### config.mk
export PLATFORM = sky130hd
export DESIGN_NAME = epc_pipe
export DESIGN_NICKNAME = d
export VERILOG_FILES = /design/src/epc_pkg.sv /design/src/epc_if.sv /design/src/epc_regs.sv /design/src/epc_pipe.sv
export SDC_FILE = /design/constraint.sdc
export NUM_CORES = 1
export LEC_CHECK = 0
export ABC_AREA = 1
export BUFFER_PORTS_ARGS = -buffer_cell sky130_fd_sc_hd__buf_2
export CORE_MARGIN = 4
export CORE_UTILIZATION = 43
export CTS_CLUSTER_SIZE = 25
export DETAILED_ROUTE_END_ITERATION = 8
export GPL_TIMING_DRIVEN = 0
export PLACE_DENSITY = 0.71
export SLEW_MARGIN = 20
export SYNTH_ARGS = -nofsm -noshare
export SYNTH_HDL_FRONTEND = slang
export SYNTH_SLANG_ARGS = --single-unit
export TNS_END_PERCENT = 10
### constraint.sdc
create_clock -name clk_sys -period 3.3 [get_ports clk_sys]
set_input_delay 0.165 -clock clk_sys [delete_from_list [all_inputs] [get_ports clk_sys]]
set_output_delay 0.165 -clock clk_sys [all_outputs]
set_load 0.02 [all_outputs]
### src/epc_pkg.sv
// Contract
// RQ1 - Taken jump or call redirects one cycle late
// RQ2 - Delay slot always runs; untaken continues sequentially
// RQ3 - Adjacent taken branches: first target replaces slot
// RQ4 - Second branch's successor skipped; continue at target
// RQ5 - Keep issuing while a memory access runs (a second load or store waits until it ends)
// RQ6 - Stall instructions needing a pending load result
// RQ7 - Stack pointer reads see the newest value
// RQ8 - Local register numbers use the stack pointer
// RQ9 - No interlock of stack pointer against locals
// RQ10 - Indirect local access unaffected by stack update
// RQ11 - Indirect pointer writes take effect next cycle
// RQ12 - Page size writes affect translation next cycle
// RQ13 - After a trap, delayed registers show new values
// RQ14 - Target issues right after slot, no bubble
package epc_pkg;
   localparam int PC_W     = 30;
   localparam int REG_W    = 8;
   localparam int WORD_W   = 32;
   localparam int PS_W     = 2;
   localparam int IP_NUM   = 3;
   localparam int LOC_W    = 7;
   localparam int LOCAL_BIT = 7;
   localparam int SP_IDX_LSB = 2;

   localparam logic [PC_W-1:0]   PC_RESET   = 30'h0;
   localparam logic [PC_W-1:0]   PC_STEP    = 30'h1;
   localparam logic [REG_W-1:0]  REG_INDIRECT = 8'h00;
   localparam logic [WORD_W-1:0] SP_RESET   = 32'h0;
   localparam logic [REG_W-1:0]  IP_RESET   = 8'h00;
   localparam logic [PS_W-1:0]   PS_RESET   = 2'h0;

   // Pointer index used by each operand slot
   localparam int IP_A = 0;
   localparam int IP_B = 1;
   localparam int IP_C = 2;

   typedef enum logic [1:0] {
      MEM_IDLE,
      MEM_LOAD,
      MEM_STORE
   } epc_mem_state_t;
endpackage

### src/epc_if.sv
`timescale 1ns/100ps
interface epc_if;
   import epc_pkg::*;
   logic                 spWe;
   logic [IP_NUM-1:0]    ipWe;
   logic                 psWe;
   logic                 trapTaken;
   logic [WORD_W-1:0]    wdata;
   logic [WORD_W-1:0]    spArch;
   logic [LOC_W-1:0]     spLocal;
   logic [REG_W-1:0]     ipEff [IP_NUM];
   logic [PS_W-1:0]      psEff;

   modport ctl  (output spWe, ipWe, psWe, trapTaken, wdata,
                 input  spArch, spLocal, ipEff, psEff);
   modport regs (input  spWe, ipWe, psWe, trapTaken, wdata,
                 output spArch, spLocal, ipEff, psEff);
endinterface

### src/epc_regs.sv
`timescale 1ns/100ps
module epc_regs
   import epc_pkg::*;
(
   // Clock and reset
   input  wire logic clk_sys,
   input  wire logic reset,
   input  wire logic clkEn,
   // Pipeline side
   epc_if.regs       rf
);
   logic [WORD_W-1:0] sp;
   logic [LOC_W-1:0]  spLag;
   logic [PS_W-1:0]   ps;
   logic [PS_W-1:0]   psLag;

   wire [WORD_W-1:0] next_sp = rf.spWe ? rf.wdata : sp;
   wire [PS_W-1:0]   next_ps = rf.psWe ? rf.wdata[PS_W-1:0] : ps;

   // Architectural value is visible to the very next reader
   assign rf.spArch  = sp; // RQ7
   assign rf.spLocal = spLag;
   assign rf.psEff   = psLag;

   always_ff @(posedge clk_sys) begin
      if (reset) begin
         sp    <= SP_RESET;
         spLag <= SP_RESET[SP_IDX_LSB +: LOC_W];
         ps    <= PS_RESET;
         psLag <= PS_RESET;
      end else if (clkEn) begin
         sp <= next_sp;
         ps <= next_ps;
         // Local base trails one cycle; no interlock against it
         spLag <= rf.trapTaken ? next_sp[SP_IDX_LSB +: LOC_W]
                               : sp[SP_IDX_LSB +: LOC_W]; // RQ9 RQ13
         psLag <= rf.trapTaken ? next_ps : ps; // RQ12 RQ13
      end
   end

   genvar i;
   generate
      for (i = 0; i < IP_NUM; i++) begin : g_ip
         logic [REG_W-1:0] ip;
         logic [REG_W-1:0] ipLag;
         wire  [REG_W-1:0] next_ip = rf.ipWe[i] ? rf.wdata[REG_W-1:0] : ip;
         assign rf.ipEff[i] = ipLag;
         always_ff @(posedge clk_sys) begin
            if (reset) begin
               ip    <= IP_RESET;
               ipLag <= IP_RESET;
            end else if (clkEn) begin
               ip    <= next_ip;
               ipLag <= rf.trapTaken ? next_ip : ip; // RQ11 RQ13
            end
         end
      end
   endgenerate
endmodule

### src/epc_pipe.sv
`timescale 1ns/100ps
module epc_pipe
   import epc_pkg::*;
(
   // Clock and reset
   input  wire logic              clk_sys,
   input  wire logic              reset,
   input  wire logic              clkEn,
   // Fetch address and decoded instruction at that address
   output logic [PC_W-1:0]        fetchAddr,
   input  wire logic              instValid,
   input  wire logic              instBranch,
   input  wire logic              instTaken,
   input  wire logic [PC_W-1:0]   instTarget,
   input  wire logic              instLoad,
   input  wire logic              instStore,
   input  wire logic [WORD_W-1:0] instMemAddr,
   input  wire logic [WORD_W-1:0] instStoreData,
   input  wire logic [REG_W-1:0]  instSrcA,
   input  wire logic [REG_W-1:0]  instSrcB,
   input  wire logic [REG_W-1:0]  instDest,
   input  wire logic              instUseA,
   input  wire logic              instUseB,
   input  wire logic              instUseDest,
   // Delayed-register writes by the issuing instruction; trap flag loads the delayed copies
   input  wire logic              instWriteSp,
   input  wire logic [IP_NUM-1:0] instWriteIp,
   input  wire logic              instWritePs,
   input  wire logic [WORD_W-1:0] instWriteData,
   input  wire logic              trapTaken,
   // Issue stream
   output logic                   issueValid,
   output logic [PC_W-1:0]        issuePc,
   output logic [REG_W-1:0]       issueSrcA,
   output logic [REG_W-1:0]       issueSrcB,
   output logic [REG_W-1:0]       issueDest,
   output logic [PS_W-1:0]        issuePageSize,
   output logic [WORD_W-1:0]      spValue,
   output logic                   stalled,
   // External memory channel
   output logic                   memReq,
   output logic                   memWe,
   output logic [WORD_W-1:0]      memAddr,
   output logic [WORD_W-1:0]      memWdata,
   output logic [PS_W-1:0]        memPageSize,
   input  wire logic              memAck,
   input  wire logic [WORD_W-1:0] memRdata,
   // Load write-back
   output logic                   wbValid,
   output logic [REG_W-1:0]       wbReg,
   output logic [WORD_W-1:0]      wbData
);
   epc_if rf ();

   epc_regs u_regs (
      .clk_sys (clk_sys),
      .reset   (reset),
      .clkEn   (clkEn),
      .rf      (rf.regs)
   );

   epc_mem_state_t   memState;
   logic             redirPend;
   logic [PC_W-1:0]  redirTarget;
   logic [REG_W-1:0] loadDest;

   // Field 0 goes through a pointer, high half is stack relative
   function automatic logic [REG_W-1:0] absReg(
      input logic [REG_W-1:0] f,
      input logic [REG_W-1:0] ip,
      input logic [LOC_W-1:0] base
   );
      logic [LOC_W-1:0] sum;
      sum = LOC_W'(f[LOC_W-1:0] + base);
      if (f == REG_INDIRECT)
         return ip; // RQ10
      else if (f[LOCAL_BIT])
         return {1'b1, sum}; // RQ8
      else
         return f;
   endfunction

   wire [REG_W-1:0] absA = absReg(instSrcA, rf.ipEff[IP_A], rf.spLocal);
   wire [REG_W-1:0] absB = absReg(instSrcB, rf.ipEff[IP_B], rf.spLocal);
   wire [REG_W-1:0] absD = absReg(instDest, rf.ipEff[IP_C], rf.spLocal);

   wire loadPending = (memState == MEM_LOAD);
   wire memBusy     = (memState != MEM_IDLE);
   wire memOp       = instLoad | instStore;

   // Reading or writing the load target register holds issue back
   wire loadHit = loadPending &
                  ((instUseA & (absA == loadDest)) |
                   (instUseB & (absB == loadDest)) |
                   (instUseDest & (absD == loadDest))); // RQ6
   // One access in flight; other work keeps flowing past it
   wire memConflict = memOp & memBusy; // RQ5
   wire canIssue    = instValid & ~loadHit & ~memConflict; // RQ5
   wire memDone     = memReq & memAck;

   // Pending redirect from the previous taken branch wins over
   // sequential flow; a taken branch in the slot arms the next one
   wire [PC_W-1:0] seqPc     = PC_W'(fetchAddr + PC_STEP);
   wire [PC_W-1:0] next_fetch = redirPend ? redirTarget : seqPc; // RQ1 RQ3
   wire            takenNow  = instBranch & instTaken;

   assign rf.spWe      = canIssue & instWriteSp;
   assign rf.ipWe      = canIssue ? instWriteIp : '0;
   assign rf.psWe      = canIssue & instWritePs;
   assign rf.wdata     = instWriteData;
   assign rf.trapTaken = trapTaken;
   assign spValue      = rf.spArch; // RQ7

   always_ff @(posedge clk_sys) begin
      if (reset) begin
         fetchAddr   <= PC_RESET;
         redirPend   <= 1'b0;
         redirTarget <= PC_RESET;
      end else if (clkEn && canIssue) begin
         fetchAddr   <= next_fetch; // RQ2 RQ4 RQ14
         redirPend   <= takenNow; // RQ1 RQ2
         redirTarget <= instTarget;
      end
   end

   always_ff @(posedge clk_sys) begin
      if (reset) begin
         issueValid    <= 1'b0;
         issuePc       <= PC_RESET;
         issueSrcA     <= IP_RESET;
         issueSrcB     <= IP_RESET;
         issueDest     <= IP_RESET;
         issuePageSize <= PS_RESET;
         stalled       <= 1'b0;
      end else if (clkEn) begin
         issueValid    <= canIssue;
         issuePc       <= fetchAddr;
         issueSrcA     <= absA;
         issueSrcB     <= absB;
         issueDest     <= absD;
         issuePageSize <= rf.psEff; // RQ12
         stalled       <= instValid & ~canIssue;
      end
   end

   always_ff @(posedge clk_sys) begin
      if (reset) begin
         memState <= MEM_IDLE;
      end else if (clkEn) begin
         case (memState)
            MEM_IDLE: begin
               if (canIssue && instLoad)
                  memState <= MEM_LOAD;
               else if (canIssue && instStore)
                  memState <= MEM_STORE;
            end
            MEM_LOAD, MEM_STORE: begin
               if (memDone)
                  memState <= MEM_IDLE;
            end
            default: memState <= MEM_IDLE;
         endcase
      end
   end

   always_ff @(posedge clk_sys) begin
      if (reset) begin
         memReq      <= 1'b0;
         memWe       <= 1'b0;
         memAddr     <= SP_RESET;
         memWdata    <= SP_RESET;
         memPageSize <= PS_RESET;
         loadDest    <= IP_RESET;
      end else if (clkEn) begin
         if (canIssue && memOp) begin
            memReq      <= 1'b1;
            memWe       <= instStore;
            memAddr     <= instMemAddr;
            memWdata    <= instStoreData;
            memPageSize <= rf.psEff; // RQ12
            loadDest    <= absD;
         end else if (memDone) begin
            memReq <= 1'b0;
         end
      end
   end

   // Write-back of load data one cycle after the acknowledge
   always_ff @(posedge clk_sys) begin
      if (reset) begin
         wbValid <= 1'b0;
         wbReg   <= IP_RESET;
         wbData  <= SP_RESET;
      end else if (clkEn) begin
         wbValid <= memDone & loadPending; // RQ6
         wbReg   <= loadDest;
         wbData  <= memRdata;
      end
   end
endmodule

### After elaboration in Yosys (flattened, before gate mapping)

Cells that the tools add are included.

| storage, ports and cells | value |
|---|---|
| latch bits | 0 |
| memories | 0 |
| bits in read-only memories | 0 |
| register bits after elaboration | 329 |
| bits in writable memories | 0 |

| cells by class | value |
|---|---|
| add/subtract/negate cells | 4 |
| div/mod/pow operators | 0 |
| multiply operators | 0 |
| multiplexer cells | 24 |
| bitwise operators | 19 |
| reduce and logical (&&, ||, !) cells | 15 |
| shifts and indexed selects | 0 |
| eq/ne operators | 7 |
| order comparisons | 0 |

Operators by type and width:

| operator | count |
|---|---|
| two-way mux 8 bit | 12 |
| adder 30 x 1 -> 30 bit (second input constant) | 1 |
| two-way mux 30 bit | 1 |
| equality test 8 bit | 3 |
| zero test 8 bit | 3 |
| adder 7 bit | 3 |
| AND 1 bit | 13 |
| two-way mux 2 bit | 5 |
| two-way mux 9 bit | 1 |
| two-way mux 7 bit | 1 |
| AND reduction 2 bit | 3 |
| logical AND 1 bit | 4 |
| case mux 2 bit (2 select lines) | 1 |
| nonzero test 2 bit | 2 |
| two-way mux 3 bit | 1 |
| != test 3 bit (second input constant) | 1 |
| NOT 1 bit | 3 |
| OR 1 bit | 3 |
| AND reduction 3 bit | 1 |
| equality test 2 x 1 -> 1 bit (second input constant) | 1 |
| equality test 2 bit (second input constant) | 1 |
| zero test 2 bit | 1 |
| two-way mux 1 bit | 2 |
| != test 2 bit (second input constant) | 1 |
| OR reduction 2 bit | 1 |

### Depth between registers and ports, before layout

| logic depth | value |
|---|---|
| depth in word-level cells | 15 |
| depth in mapped cells | 24 |
| mapped depth without buffers | 23 |

### By module

Synthesis repeated with hierarchy kept, for this count alone.

| unflattened totals | value |
|---|---|
| cell total of the unflattened synthesis | 2134 |
| area total of the unflattened synthesis | 15558.7 um^2 |

By module, submodules not included:

| module | sequential area each (um^2) | cells each | area an instance (um^2) | times used |
|---|---|---|---|---|
| epc_pipe | 4764.6 | 1530 | 11517.3 | 1 |
| epc_regs | 1821.7 | 604 | 4041.4 | 1 |

### Worst setup path after synthesis

Ideal clock, no wire load.

| timing path | value |
|---|---|
| kind | flip-flop to flip-flop |
| start point | register u_regs.spLag[0], in the netlist u_regs.rf.spLocal[0] |
| end point | register memAddr[12] |
| arrival | 2.542 ns |
| slack | 0.642 ns |
| period minus slack after synthesis | 2.658 ns |
| stages on the path, launching flop included | 25 |
| required time | 3.184 ns |
| buffers on the path | 2 |
| library setup time | 0.116 ns |
| cell sequence | dfxtp_1 ha_1 fa_1 nand2_1 nand2_1 nand3b_1 nand2_1 nand2_1 nand2_1 nand2_1 nand2_1 nand2_1 nand2_1 nand2_1 inv_1 nand3_1 nand3_2 nand2_4 nand3b_2 nor2_2 inv_2 buf_6 buf_4 nor2_1 nor2_1 |

| between the ends | value |
|---|---|
| word-level cells in the longest chain between the ends | 13 |
| elaborated cells between the ends (all ways) | 23 |
| those cells by class | 3 x add/sub; 3 x eq/ne; 6 x mux; 9 x bitwise; 2 x reduce/logical |

RTL lines:

| what | line | text |
|---|---|---|
| start, declared | epc_regs.sv:13 | `logic [LOC_W-1:0] spLag;` |
| start signal, assigned | epc_regs.sv:28 | `spLag <= SP_RESET[SP_IDX_LSB +: LOC_W];` |
| start signal, assigned | epc_regs.sv:35 | `spLag <= rf.trapTaken ? next_sp[SP_IDX_LSB +: LOC_W]` |
| adder 7 bit | epc_pipe.sv:74 | `sum = LOC_W'(f[LOC_W-1:0] + base);` |
| two-way mux 8 bit | epc_pipe.sv:77 | `else if (f[LOCAL_BIT])` |
| two-way mux 8 bit | epc_pipe.sv:75 | `if (f == REG_INDIRECT)` |
| equality test 8 bit, on equally long branches | epc_pipe.sv:93, epc_pipe.sv:94 |  |
| AND 1 bit, on equally long branches | epc_pipe.sv:93, epc_pipe.sv:94 |  |
| OR 1 bit | epc_pipe.sv:93 | `((instUseA & (absA == loadDest)) \|` |
| OR 1 bit (*) | epc_pipe.sv:94 | `(instUseB & (absB == loadDest)) \|` |
| AND 1 bit (*) | epc_pipe.sv:92 | `wire loadHit = loadPending &` |
| NOT 1 bit (*) | epc_pipe.sv:98 | `wire canIssue = instValid & ~loadHit & ~memConflict;` |
| AND 1 bit (*) (2 in a row) | epc_pipe.sv:98 |  |
| logical AND 1 bit (*) | epc_pipe.sv:175 | `if (canIssue && memOp) begin` |
| AND reduction 2 bit (no line) (*) | - |  |
| end signal, assigned | epc_pipe.sv:178 | `memAddr <= instMemAddr;` |
| end, declared | epc_pipe.sv:43 | `output logic [WORD_W-1:0] memAddr,` |

Every way passes the cells marked *; elsewhere a longest branch is shown, timed or not.
A chain may end at the register's enable or synchronous reset.

### Final worst setup path

| timing path | value |
|---|---|
| start point | register u_regs.spLag[0], in the netlist u_regs.rf.spLocal[0] |
| end point | register memWdata[13] |

| between the ends | value |
|---|---|
| word-level cells in the longest chain between the ends | 13 |
| elaborated cells between the ends (all ways) | 23 |
| those cells by class | 3 x add/sub; 3 x eq/ne; 6 x mux; 9 x bitwise; 2 x reduce/logical |

RTL lines:

| what | line | text |
|---|---|---|
| adder 7 bit | epc_pipe.sv:74 |  |
| two-way mux 8 bit | epc_pipe.sv:77 |  |
| two-way mux 8 bit | epc_pipe.sv:75 |  |
| equality test 8 bit, on equally long branches | epc_pipe.sv:93, epc_pipe.sv:94 |  |
| AND 1 bit, on equally long branches | epc_pipe.sv:93, epc_pipe.sv:94 |  |
| OR 1 bit | epc_pipe.sv:93 |  |
| OR 1 bit (*) | epc_pipe.sv:94 |  |
| AND 1 bit (*) | epc_pipe.sv:92 |  |
| NOT 1 bit (*) | epc_pipe.sv:98 |  |
| AND 1 bit (*) (2 in a row) | epc_pipe.sv:98 |  |
| logical AND 1 bit (*) | epc_pipe.sv:175 |  |
| AND reduction 2 bit (no line) (*) | - |  |
| end signal, assigned | epc_pipe.sv:179 | `memWdata <= instStoreData;` |
| end, declared | epc_pipe.sv:44 | `output logic [WORD_W-1:0] memWdata,` |

Marked as above.

==> results.md <==
- Status: finished, final reports clean
- DPL Wire Length: approximately 44000 µm
- Clock Tree Buf Depth: 3
- Vias in the first global route: 17400
- Via density: 5.43
- Most frequent cell on the critical path: nand3_1
- Critical-path cell list: ha_2, fa_2, inv_1, nand2_1, o21ai_2, nand3_1, nand2_1, a21oi_1, nand3_1, nor2_1, nand3_1, nand3_4, nand2_8, nand3b_2, nor2_4, buf_6, buf_4, o21ai_0, nor2_1
- Clock sink count: between 300 and 400
- LEAKAGE: 9.88 nW
- Die Ht: 195 µm
- Critical path arrival: approximately 3.6 ns
- Warnings, synthesis: 0
- Most frequent cells in the layout: buf_2, nor2_1, nand2_1
- Clk root buf: clkbuf_16
- Largest net degree at the start of global routing: 15
- Slowest cell on the critical path: fa_2
- WHS: 0.00649 ns
- Final setup vio count: 0
- Nets@finish: 2958
- Initial Util: 43.5%
- Least-Margin Pin Slew: approximately 0.84 ns
- Area Growth Syn to Fin: 39.0%
- DRT Pass-1 Iters: 6
- Worst skew pair latency: between 0.5 and 0.6 ns
- Antenna viol nets, final: 0
- Initial antenna violation count: 3
- Mapped cell area: 15000 µm²
- Worst slew margin: 44.0%
- Fmax: 314 MHz
- Setup crit start kind: flip-flop
- Unrepaired setup endpoints after global routing: true
- Htree depth: 2
- # diodes: 0
- Mapped Nets: 2330
- Boundary pin count: 429
- CTS buffer count: 37
- IO buf count: ~420
- Power Density: 546 nW/µm²
- Clock period minus worst slack: about 3.2 ns
- Unique masters post-synth: 35
- Worst-path fanout max: 10
- Max IR drop VDD: 0.493 mV
- Synthesized flop and latch total: 329
- Most common cell after layout, fill and taps aside: buf_2
- CTS tree: done
- Core area: 34500 µm²
- Max-cap viol count: 0
- Register area share after synthesis: 43.9%
- FP Rows: 68
- Pins Over Slew Limit: 0
- Die ar.: approximately 38000 µm²
- Starting DRT DRC Count: 1276
- CP endpoint kind: flip-flop
- Setup TNS Final: 0 ns
- Chip width: 195 µm
- Total GRT Usage: between 30% and 40%
- DRC: 0
- Area after DPL: 17700 µm²
- Max Clock Skew: 0.0232 ns
- Req. time, crit path: 3.69 ns
- Final worst slack: 0.114 ns
- Layout cells sized above 1: a little over a fifth
- Placer Congestion: 0.924
- Vias: 17400
- Final non-filler cell area: roughly 21000 µm²
- Max incr delay on CP: 0.52 ns
- DP Worst Slack: -0.261 ns
- Cells after Synth: 2106
- Wire per inst: around 19 µm
- CP Class: reg -> reg
- Final wirelength: between 60000 and 70000 µm
- Clk slew on worst S/H paths: around 0.060 ns
- Tcrit/Tclk final: between 90% and 100%
- First-pass GRT wire length: 95000 µm
- Post-Syn Area per Cell: just over 7 µm²
- Total grt overflow: 0
- Final Hold Violating Endpoints: 0
- Fillcell total: 3039
- Worst Hold Class: in -> reg
==> worst paths after layout <==
kind                              from             endpoint  slack [ns]  depth (start not counted)
setup / recovery  u_regs.rf.spLocal[0]         memWdata[13]        0.11                         19
setup reg to reg  u_regs.rf.spLocal[0]         memWdata[13]        0.11                         19
hold reg to reg        redirTarget[21]        fetchAddr[21]        0.45                          2
hold / removal        instWriteData[7]  u_regs.rf.spArch[7]       0.006                          3
==> worst max-delay path, delay by kind of cell (launching register included) <==
kind	cells	cell delay (ns)
simple gates	11	1.10
fa+ha+maj	2	0.72
compound gates	3	0.48
flops	1	0.38
buf+inv	3	0.37
==> cells in the mapped netlist <==
| library cell | instances | area share (%) |
|---|---|---|
| clkinv_1 | 2 | 0.050 |
| o21bai_1 | 1 | 0.050 |
| or2_1 | 2 | 0.083 |
| buf_4 | 7 | 0.35 |
| mux2i_1 | 2 | 0.13 |
| o21ai_0 | 235 | 7.8 |
| nor2_4 | 5 | 0.38 |
| fa_1 | 3 | 0.40 |
| or2_2 | 11 | 0.46 |
| buf_2 | 18 | 0.60 |
| inv_2 | 4 | 0.10 |
| nor2_2 | 2 | 0.083 |
| nor3_1 | 4 | 0.13 |
| nor2_1 | 338 | 8.5 |
| nand3_1 | 162 | 5.4 |
| buf_6 | 14 | 1.1 |
| nand4_1 | 43 | 1.8 |
| nand3b_1 | 4 | 0.20 |
| o211ai_1 | 33 | 1.7 |
| or2_0 | 1 | 0.042 |
| clkbuf_1 | 85 | 2.1 |
| nand2_4 | 2 | 0.15 |
| xnor2_1 | 5 | 0.29 |
| a21oi_1 | 188 | 6.3 |
| dfxtp_1 | 329 | 44 |
| nand3b_2 | 1 | 0.075 |
| o21ai_1 | 36 | 1.2 |
| nand3_2 | 4 | 0.27 |
| buf_1 | 10 | 0.25 |
| nand2_1 | 341 | 8.5 |
| ha_1 | 21 | 1.8 |
| nor3_2 | 4 | 0.27 |
| inv_1 | 160 | 4.0 |
| xor2_1 | 27 | 1.6 |
| a31oi_1 | 2 | 0.083 |
==> final cells by class <==
| type | count | area (µm²) | share of cell area [%] |
|---|---|---|---|
| Sequential cell | 329 | 6590 | 31.6 |
| Multi-Input combinational cell | 1477 | 7290 | 35.0 |
| Inverter | 166 | 626 | 3.00 |
| Timing Repair Buffer | 589 | 3790 | 18.2 |
| Tap cell | 455 | 569 | 2.73 |
| Buffer | 134 | 741 | 3.55 |
| Clock buffer | 52 | 1110 | 5.35 |
| Clock inverter | 13 | 129 | 0.618 |
==> stage by stage <==
stage	utilization, %	power (mW)	instances
after CTS	59.6	11.3	3205
after global routing	60.5	11.8	3215
final	60.5	11.4	3215
after global placement	51.3	6.86	2983
after floorplan	-	6.04	2106
after detailed placement	51.3	6.91	2983
==> power by group <==
group / leakage, nW / internal (mW) / switching (mW)
clock: 0.619 / 2.52 / 1.69
combinational: 6.56 / 0.932 / 1.62
sequential: 2.71 / 4.34 / 0.286
total: 9.88 / 7.78 / 3.60
==> state kept, by name (all words and copies together) (netlist names), 2 cells and up <==
signal,cells
u_regs.rf.spLocal,7
u_regs.g_ip.ipLag,24
issuePc,30
u_regs.rf.spArch,32
memWdata,32
wbData,32
wbReg,8
issuePageSize,2
issueSrcB,8
redirTarget,30
issueSrcA,8
u_regs.g_ip.ip,24
issueDest,8
loadDest,8
fetchAddr,30
u_regs.rf.psEff,2
u_regs.ps,2
memPageSize,2
memAddr,32
memState,2
==> what timing repair did <==
action | CTS | global route
hold buffers | 154 | 0
setup endpoints to repair | 161 | 230
endpoints found under the hold margin | 153 | 0
buffers inserted | 3 | 7
pin swaps | 2 | 11
cloned | 0 | 3
gates resized for setup | 19 | 72
==> layer usage <==
metal	GRT usage [%]	wire, µm
met5	0	40
met4	13.1	2740
met3	6.95	5380
met2	50.9	28900
met1	38.3	24200
==> cells by family after synthesis <==
family,synth area share [%]
buffers and inverters,8.53
adder cells (fa/ha/maj),2.15
AND/OR/NAND/NOR,26.3
XOR/XNOR,1.87
flip-flops,43.9
multiplexers,0.133
AO/OA/AOI/OAI,17.1
Note: power is estimated with default switching activity, not from simulation.
